==> config.mk <==
export PLATFORM = sky130hd
export DESIGN_NAME = special_register_access_unit
export DESIGN_NICKNAME = d
export VERILOG_FILES = /design/src/rtl/special_register_access_unit.v
export VERILOG_INCLUDE_DIRS = /design/src /design/src/rtl
export SDC_FILE = /design/constraint.sdc
export NUM_CORES = 1
export LEC_CHECK = 0
export BUFFER_PORTS_ARGS = -buffer_cell sky130_fd_sc_hd__buf_2
export CORE_MARGIN = 2
export CORE_UTILIZATION = 48
export CTS_CLUSTER_DIAMETER = 150
export DETAILED_ROUTE_END_ITERATION = 16
export PLACE_DENSITY = 0.78
export SLEW_MARGIN = 0
export SYNTH_ARGS = -nofsm -noshare
export SYNTH_HDL_FRONTEND = slang
export SYNTH_SLANG_ARGS = --single-unit
==> constraint.sdc <==
create_clock -name CLK -period 5.7 [get_ports CLK]
set_input_delay 1.14 -clock CLK [delete_from_list [all_inputs] [get_ports CLK]]
set_output_delay 1.14 -clock CLK [all_outputs]
set_load 0.05 [all_outputs]
==> src/rtl/sra_consts.vh <==
// constants for the special register access unit
`ifndef SRA_CONSTS_VH
`define SRA_CONSTS_VH

// =====================================
// instruction operation codes
`define OP_CHANGE_STATE 2'h0
`define OP_READ_SPECIAL 2'h1
`define OP_WRITE_SPECIAL 2'h2
`define OP_WRITE_SPECIAL_IMM 2'h3

// =====================================
// select code groups and low codes
`define GRP_STATUS 5'h00
`define GRP_STACK 5'h01
`define GRP_MASKCTL 5'h02
`define LOW_MAIN_SP 3'h0
`define LOW_PROC_SP 3'h1
`define LOW_MASK 3'h0
`define LOW_CONTROL 3'h4

// =====================================
// register numbers that may not be used
`define GPR_STACK_PTR 4'hd
`define GPR_PROG_CNT 4'hf

// =====================================
// field positions
`define ACTIVE_EXCEPTION_STATUS_MSB 8
`define FLAGS_MSB 31
`define FLAGS_LSB 27
`define SP_LSB 2

// =====================================
// register port offsets
`define REG_CONFIG 2'h0
`define REG_STATUS 2'h1
`define REG_UNPRED_COUNT 2'h2

// =====================================
// reset values
`define CONFIG_RESET 1'h1
`define SP_RESET 32'h0000_0000
`define FLAGS_RESET 5'h00

`endif

==> src/rtl/special_register_access_unit.v <==
// special register access unit: mask, read and write special instructions
// How it works
// - immediate form of write special is reported undefined
// - change state enable form clears mask bit, disable form sets it
// - mask bit at one raises execution priority to zero
// - change state updates mask only when privileged
// - change state raise is serialized; lowering seen after barrier or exception
// - read special with register 13 or 15 or bad select is unpredictable
// - read zeroes destination; status group merges exception number and flags
// - stack group reads main or process stack pointer
// - mask group reads mask bit or two control bits
// - unprivileged read of stack pointers or exception status gives zero
// - execution status bits always read as zero
// - write special bad register or select unpredictable; else status group codes with bit 2 clear write flags
// - privileged stack pointer write drops two low bits
// - privileged mask group low code 000 loads mask bit
// - privileged control write works only in thread mode
// - with privilege extension unprivileged thread writes are ignored, except flag writes
// - writing the unprivileged bit switches thread to unprivileged
// - exception and execution status are read only
// - write special raise is serialized; lowering seen after barrier
`timescale 1ns/1ns
`include "sra_consts.vh"

// =====================================
// instruction port
// one instruction is taken at each edge where instruction valid is high
// operation 0 change state, 1 read special, 2 write special, 3 immediate form
// select bits 7:3 pick the group, bits 2:0 the low code
// register number is the destination of a read or the source of a write
// results, fault pulses and flag writes appear one cycle after the take
// reads see state as it stood before the edge that takes them
// back to back instructions are fine, no wait is ever inserted
// an unpredictable or undefined encoding changes no state other than the unpredictable count
//
// =====================================
// select codes
// status group: any low code but 4; flags, exception number, both, or neither for code 6
// stack group: low code 0 main, 1 process
// mask group: low code 0 mask bit, 4 control bits
// all other codes are unpredictable
//
// =====================================
// privilege
// handler mode always counts as privileged
// thread mode is privileged while the unprivileged bit is clear
// with the privilege extension switched off all code is privileged
//
// =====================================
// priority
// priority zero follows the mask bit at once when the mask is set
// a cleared mask lowers priority only at the next sync event
// sync marks a barrier, an exception entry or an exception return
// serialize pulses for one cycle whenever priority is raised
//
// =====================================
// reset
// reset is asynchronous and active high
// mask, control bits, stack pointers and all pulses clear
// the privilege extension comes up present
// the first instruction may follow the first edge after release
//
// =====================================
// register port map
// offset 0 config: bit 0 privilege extension present, reset 1
// offset 1 status, read only:
//   bit 0 mask bit
//   bit 1 unprivileged bit
//   bit 2 stack select bit
//   bit 3 priority held at zero
//   bit 4 current execution privileged
//   bit 5 priority lowering waits for sync
// offset 2 unpredictable count, any write clears it
// offset 3 unmapped, reads zero and ignores writes
// read data stand only in the cycle after the read strobe

module special_register_access_unit #(
    parameter COUNT_WIDTH = 16
) (
    input wire CLK,
    input wire RESET,
    input wire INSTR_VALID,
    input wire [1:0] INSTR_OP,
    input wire CPS_DISABLE,
    input wire [7:0] SPECIAL_REG_SELECT,
    input wire [3:0] GPR_NUM,
    input wire [31:0] SOURCE_GPR,
    input wire HANDLER_MODE,
    input wire [8:0] ACTIVE_EXCEPTION_STATUS,
    input wire [4:0] ARITHMETIC_FLAGS_STATUS,
    input wire SYNC_EVENT,
    input wire [1:0] REG_ADDR,
    input wire [31:0] REG_WDATA,
    input wire REG_WR,
    input wire REG_RD,
    output reg [31:0] REG_RDATA,
    output reg RESULT_VALID,
    output reg [3:0] RESULT_GPR,
    output reg [31:0] RESULT_DATA,
    output reg UNPREDICTABLE,
    output reg UNDEFINED,
    output reg FLAGS_WE,
    output reg [4:0] FLAGS_WDATA,
    output reg MASK_BIT,
    output reg PRIORITY_ZERO,
    output reg SERIALIZE,
    output reg STACK_SELECT_BIT,
    output reg UNPRIVILEGED_BIT,
    output reg [31:0] MAIN_STACK_POINTER,
    output reg [31:0] PROCESS_STACK_POINTER
);

// =====================================
// state
reg priv_ext_reg;
reg lower_pending_reg;
reg [COUNT_WIDTH-1:0] unpred_count_reg;

reg mask_next;
reg stack_select_bit_next;
reg unpriv_next;
reg [31:0] msp_next;
reg [31:0] psp_next;
reg flags_we_next;
reg [4:0] flags_next;
reg [31:0] rd_next;
reg res_valid_next;
reg unpred_next;
reg undef_next;
reg boost_next;
reg serialize_next;
reg pending_next;

wire [4:0] grp = SPECIAL_REG_SELECT[7:3];
wire [2:0] low = SPECIAL_REG_SELECT[2:0];
wire privileged = HANDLER_MODE | ~priv_ext_reg | ~UNPRIVILEGED_BIT;
wire bad_gpr = (GPR_NUM == `GPR_STACK_PTR) | (GPR_NUM == `GPR_PROG_CNT);

// supported select codes
reg select_ok;
always @* begin
    case (grp)
        `GRP_STATUS: select_ok = (low != 3'h4);
        `GRP_STACK: select_ok = (low == `LOW_MAIN_SP) | (low == `LOW_PROC_SP);
        `GRP_MASKCTL: select_ok = (low == `LOW_MASK) | (low == `LOW_CONTROL);
        default: select_ok = 1'b0;
    endcase
end

wire is_cps = INSTR_VALID & (INSTR_OP == `OP_CHANGE_STATE);
wire is_mrs = INSTR_VALID & (INSTR_OP == `OP_READ_SPECIAL);
wire is_msr = INSTR_VALID & (INSTR_OP == `OP_WRITE_SPECIAL);
wire is_imm = INSTR_VALID & (INSTR_OP == `OP_WRITE_SPECIAL_IMM);
wire bad_special = (is_mrs | is_msr) & (bad_gpr | ~select_ok);

// =====================================
// instruction execution
always @* begin
    mask_next = MASK_BIT;
    stack_select_bit_next = STACK_SELECT_BIT;
    unpriv_next = UNPRIVILEGED_BIT;
    msp_next = MAIN_STACK_POINTER;
    psp_next = PROCESS_STACK_POINTER;
    flags_we_next = 1'b0;
    flags_next = FLAGS_WDATA;
    rd_next = 32'h0000_0000;
    res_valid_next = 1'b0;
    undef_next = is_imm;
    unpred_next = bad_special;
    if (is_cps && privileged) begin
        mask_next = CPS_DISABLE;
    end
    if (is_mrs && !bad_special) begin
        res_valid_next = 1'b1;
        case (grp)
            `GRP_STATUS: begin
                if (low[0] && privileged) begin
                    rd_next[`ACTIVE_EXCEPTION_STATUS_MSB:0] = ACTIVE_EXCEPTION_STATUS;
                end
                if (!low[2]) begin
                    rd_next[`FLAGS_MSB:`FLAGS_LSB] = ARITHMETIC_FLAGS_STATUS;
                end
            end
            `GRP_STACK: begin
                if (privileged && low == `LOW_MAIN_SP) begin
                    rd_next = MAIN_STACK_POINTER;
                end
                if (privileged && low == `LOW_PROC_SP) begin
                    rd_next = PROCESS_STACK_POINTER;
                end
            end
            default: begin
                if (low == `LOW_MASK) begin
                    rd_next[0] = MASK_BIT;
                end
                if (low == `LOW_CONTROL) begin
                    rd_next[1:0] = {STACK_SELECT_BIT, UNPRIVILEGED_BIT};
                end
            end
        endcase
    end
    if (is_msr && !bad_special) begin
        case (grp)
            `GRP_STATUS: begin
                if (!low[2]) begin
                    flags_we_next = 1'b1;
                    flags_next = SOURCE_GPR[`FLAGS_MSB:`FLAGS_LSB];
                end
            end
            `GRP_STACK: begin
                if (privileged && low == `LOW_MAIN_SP) begin
                    msp_next = {SOURCE_GPR[31:`SP_LSB], 2'b00};
                end
                if (privileged && low == `LOW_PROC_SP) begin
                    psp_next = {SOURCE_GPR[31:`SP_LSB], 2'b00};
                end
            end
            default: begin
                if (privileged && low == `LOW_MASK) begin
                    mask_next = SOURCE_GPR[0];
                end
                if (privileged && low == `LOW_CONTROL && !HANDLER_MODE) begin
                    stack_select_bit_next = SOURCE_GPR[1];
                    unpriv_next = SOURCE_GPR[0];
                end
            end
        endcase
    end
end

// =====================================
// priority visibility
always @* begin
    boost_next = PRIORITY_ZERO;
    pending_next = lower_pending_reg;
    serialize_next = 1'b0;
    if (mask_next && !MASK_BIT) begin
        boost_next = 1'b1;
        pending_next = 1'b0;
        serialize_next = 1'b1;
    end else if (!mask_next && MASK_BIT) begin
        pending_next = 1'b1;
    end
    // a raise in the same cycle keeps priority at zero
    // lowering waits for sync
    if (SYNC_EVENT && !(mask_next && !MASK_BIT)) begin
        boost_next = mask_next;
        pending_next = 1'b0;
    end
    if (mask_next) begin
        boost_next = 1'b1;
    end
end

// =====================================
// mask and priority state
always @(posedge CLK or posedge RESET) begin
    if (RESET) begin
        MASK_BIT <= 1'b0;
        PRIORITY_ZERO <= 1'b0;
        lower_pending_reg <= 1'b0;
        SERIALIZE <= 1'b0;
    end else begin
        MASK_BIT <= mask_next;
        PRIORITY_ZERO <= boost_next;
        lower_pending_reg <= pending_next;
        SERIALIZE <= serialize_next;
    end
end

// =====================================
// control bits and stack pointers
always @(posedge CLK or posedge RESET) begin
    if (RESET) begin
        STACK_SELECT_BIT <= 1'b0;
        UNPRIVILEGED_BIT <= 1'b0;
        MAIN_STACK_POINTER <= `SP_RESET;
        PROCESS_STACK_POINTER <= `SP_RESET;
    end else begin
        STACK_SELECT_BIT <= stack_select_bit_next;
        UNPRIVILEGED_BIT <= unpriv_next;
        MAIN_STACK_POINTER <= msp_next;
        PROCESS_STACK_POINTER <= psp_next;
    end
end

// =====================================
// flag write to the core
// flag data hold their last value, only the strobe qualifies them
always @(posedge CLK or posedge RESET) begin
    if (RESET) begin
        FLAGS_WE <= 1'b0;
        FLAGS_WDATA <= `FLAGS_RESET;
    end else begin
        FLAGS_WE <= flags_we_next;
        FLAGS_WDATA <= flags_next;
    end
end

// =====================================
// instruction results
// destination number follows every instruction, the valid pulse qualifies it
always @(posedge CLK or posedge RESET) begin
    if (RESET) begin
        RESULT_VALID <= 1'b0;
        RESULT_GPR <= 4'h0;
        RESULT_DATA <= 32'h0000_0000;
        UNPREDICTABLE <= 1'b0;
        UNDEFINED <= 1'b0;
    end else begin
        RESULT_VALID <= res_valid_next;
        RESULT_GPR <= GPR_NUM;
        RESULT_DATA <= rd_next;
        UNPREDICTABLE <= unpred_next;
        UNDEFINED <= undef_next;
    end
end

// =====================================
// register port: privilege extension switch
always @(posedge CLK or posedge RESET) begin
    if (RESET) begin
        priv_ext_reg <= `CONFIG_RESET;
    end else if (REG_WR && REG_ADDR == `REG_CONFIG) begin
        priv_ext_reg <= REG_WDATA[0];
    end
end

// =====================================
// register port: unpredictable count
// a clear in the cycle of a new event wins, that event is not counted
// the count wraps at its width
always @(posedge CLK or posedge RESET) begin
    if (RESET) begin
        unpred_count_reg <= {COUNT_WIDTH{1'b0}};
    end else if (REG_WR && REG_ADDR == `REG_UNPRED_COUNT) begin
        unpred_count_reg <= {COUNT_WIDTH{1'b0}};
    end else if (bad_special) begin
        unpred_count_reg <= unpred_count_reg + {{(COUNT_WIDTH-1){1'b0}}, 1'b1};
    end
end

// =====================================
// register port: read data
// read data stand one cycle only and are zero otherwise
always @(posedge CLK or posedge RESET) begin
    if (RESET) begin
        REG_RDATA <= 32'h0000_0000;
    end else if (REG_RD) begin
        case (REG_ADDR)
            `REG_CONFIG: REG_RDATA <= {{31{1'b0}}, priv_ext_reg};
            `REG_STATUS: REG_RDATA <= {{26{1'b0}}, lower_pending_reg,
                privileged, PRIORITY_ZERO, STACK_SELECT_BIT,
                UNPRIVILEGED_BIT, MASK_BIT};
            `REG_UNPRED_COUNT: REG_RDATA <= {{(32-COUNT_WIDTH){1'b0}},
                unpred_count_reg};
            default: REG_RDATA <= 32'h0000_0000;
        endcase
    end else begin
        REG_RDATA <= 32'h0000_0000;
    end
end

endmodule // special_register_access_unit

==> results.json <==
{
  "status": "completed",
  "max_cap_violations": 0,
  "grt_pass1_vias": 4659,
  "yosysUniqueCellTypes": 54,
  "top_usage_layer": "met2",
  "path_clk_slew_ps": 60,
  "grt.total_usage_pct": 22.7,
  "ant_nets": 0,
  "use_met1_pct": 26.7,
  "clock_path_buffers": 2,
  "drc_errors": 0,
  "core-area_um2": 12600,
  "cts_setup_buffers": 0,
  "vdd_drop_max_mv": 0.256,
  "fillers": 1037,
  "rsz0062_at_grt": "false",
  "reg2regPathDepth": 7,
  "hold_buffers": 0,
  "tightest_slew_ps": 936,
  "reg_top3": "RESULT_DATA x32, MAIN_STACK_POINTER x30, PROCESS_STACK_POINTER x30",
  "die_area_um2": 13700,
  "worstSkewPairLatency_ps": 420,
  "setup_tns_ps": 0,
  "grt_max_degree": 107,
  "p_leak_nw": 4.21,
  "synth-seq-cells": 144,
  "drt-initial-drc-count": 246,
  "post_cts_resized": 0,
  "synth_xor_area_share_pct": 0.285,
  "holdPathStages": 1,
  "min_path_type": "reg2reg",
  "min_to": "MAIN_STACK_POINTER[12]",
  "worstPathRequired_ps": 5990,
  "r2r-end": "MAIN_STACK_POINTER[10]",
  "hold_viol": 0,
  "diodes": 0,
  "regMostFlops": "RESULT_DATA",
  "synth_area_per_cell_um2": 12.6,
  "power_density_nw_per_um2": 304,
  "synth_ff_type": "dfrtp_1",
  "max_slew_margin_pct": 37.5,
  "critPathCaptureType": "register",
  "area_growth_pct": 26.4,
  "use_met3_pct": 9.32,
  "hold_start": "MAIN_STACK_POINTER[12]",
  "avgViaCountPerCell": 5.33,
  "synth_area_um2": 6150,
  "gp_congestion": 0.822,
  "cts_tree": "yes",
  "routed_wl_mm": 15.1,
  "yosysWarnings": 0,
  "synth-edff-count": 0,
  "synth-compound-area-share_pct": 9.50,
  "synthArstFlopShare_pct": 100,
  "antenna_found_initial": 0,
  "fin_crit_sh_pct": 57.9,
  "start_util_pct": 49.0,
  "port_buffers": 196,
  "row_count": 41,
  "synth_top_family_by_area": "multiplexers",
  "wire_per_inst_um": 17.4,
  "synth_simple_gate_area_share_pct": 12.6,
  "synth_fa_ha_area_share_pct": 0.407,
  "critPathMaxFanout": 22,
  "grt_pass1_wl_mm": 23.5,
  "cts_made_buffers": 17,
  "post-dp-hpwl_mm": 10.6,
  "cts.sinks": 144,
  "final_nets": 788,
  "use_met2_pct": 37.7,
  "finalSetupViolCount": 0,
  "worstPathArrival_ps": 3590,
  "vias": 4633,
  "regToRegStartpoint": "UNPRIVILEGED_BIT",
  "clock_skew_ps": 6.29,
  "htree_levels": 4,
  "overflow": 0,
  "drv_slew": 0,
  "syn_inst": 490,
  "drive_gt1_share_pct": 36.6,
  "critical_path_class": "in2reg",
  "fmax_mhz": 303,
  "register_area_um2": 3600,
  "startpoint_type": "input port",
  "detail_route.first_pass.iterations": 7,
  "muxShareOfSynthArea_pct": 13.6,
  "min_period_ps": 3300,
  "largest_register_ffs": 32,
  "die_h_um": 117,
  "cts_root_buf": "clkbuf_16",
  "die-width_um": 117,
  "yosysSeqAreaShare_pct": 58.6,
  "ioPinCount": 248,
  "r2r_setup_slack_ps": 2830,
  "multi_input_area_um2": 2330,
  "final_common_cell": "buf_2",
  "final_util_pct": 61.9,
  "mostFrequentLayoutCells": "196 x buf_2, 143 x dfrtp_1, 60 x mux2_1"
}
worst max-delay path by stage:
stage | cells after the start | slack [ps] | startpoint | end
after detailed placement | 7 | 1900 | SPECIAL_REG_SELECT[6] | MAIN_STACK_POINTER[10]
after CTS | 7 | 2380 | SPECIAL_REG_SELECT[6] | MAIN_STACK_POINTER[10]
after floorplan | 1 | 700 | RESET | FLAGS_WDATA[0]
after global placement | 7 | 1970 | SPECIAL_REG_SELECT[6] | MAIN_STACK_POINTER[19]
after global routing | 7 | 2220 | SPECIAL_REG_SELECT[6] | MAIN_STACK_POINTER[10]
final | 7 | 2400 | SPECIAL_REG_SELECT[6] | MAIN_STACK_POINTER[10]
power by group:
part / internal, mW / total [mW] / switching [mW]
sequential: 1.05 / 1.07 / 0.0243
clock: 0.657 / 1.08 / 0.424
combinational: 0.0584 / 0.210 / 0.151
total: 1.77 / 2.37 / 0.600
synth_stat cells (3+ instances only):
master	count	share of area (%)
dfrtp_1	143	58
mux2_1	60	11
nor2_1	33	2.0
a22oi_1	30	3.7
buf_4	23	2.8
nand2_1	19	1.2
a21oi_1	17	1.4
and3_1	15	1.5
nand3_1	14	1.1
clkbuf_1	10	0.61
o21ai_0	9	0.73
buf_2	8	0.65
a22o_1	7	1.0
a32oi_1	7	1.0
inv_1	7	0.43
nor2b_1	7	0.71
or3_1	7	0.71
or4_1	7	0.85
mux2_2	6	1.1
mux2_4	5	1.2
nand3b_1	4	0.49
nand4_1	4	0.41
nor4_1	3	0.31
o211ai_1	3	0.37
o31ai_1	3	0.37
worst max-delay path: stages:
cell and delay [ps]:
buf_2 110, nor3_2 350, and3b_1 520, nand2_1 170
nor3_4 500, buf_4 420, mux2_1 380
routing by layer:
layer  part of all wire [%]  wire length (um)
met1                     39              5840
met2                     51              7730
met3                    8.7              1310
met4                    1.6               244
met5                      0                 0
per-stage QoR:
stage | worst slack [ps] | instance area (um2) | power [mW] | instances | hold WS, ps
floorplan | 695 | 6220 | 1.24 | 509 | 506
global placement | 1970 | 7200 | 1.30 | 837 | 489
detailed placement | 1900 | 7200 | 1.30 | 837 | 494
CTS | 2380 | 7780 | 2.39 | 869 | 512
global route | 2220 | 7780 | 2.45 | 869 | 531
finish | 2400 | 7780 | 2.37 | 869 | 508
area by class of cell:
class / count / share of cell area, %
timing repair buffer: 201 / 13.1
inverter: 7 / 0.402
sequential: 144 / 46.3
tap: 172 / 2.77
clock inverter: 12 / 1.74
clock buffer: 20 / 5.74
multi-input combinational: 313 / 29.9
logic make-up after synthesis:
| kind of cell | Yosys count |
|---|---|
| buffers and inverters | 52 |
| and+or+nand+nor | 134 |
| other | 1 |
| muxes | 73 |
| DFF | 144 |
| AOI/OAI and AO/OA | 82 |
| xor gates and xnor gates | 2 |
| adders and majority gates | 2 |
Note: power is estimated with default switching activity, not from simulation.
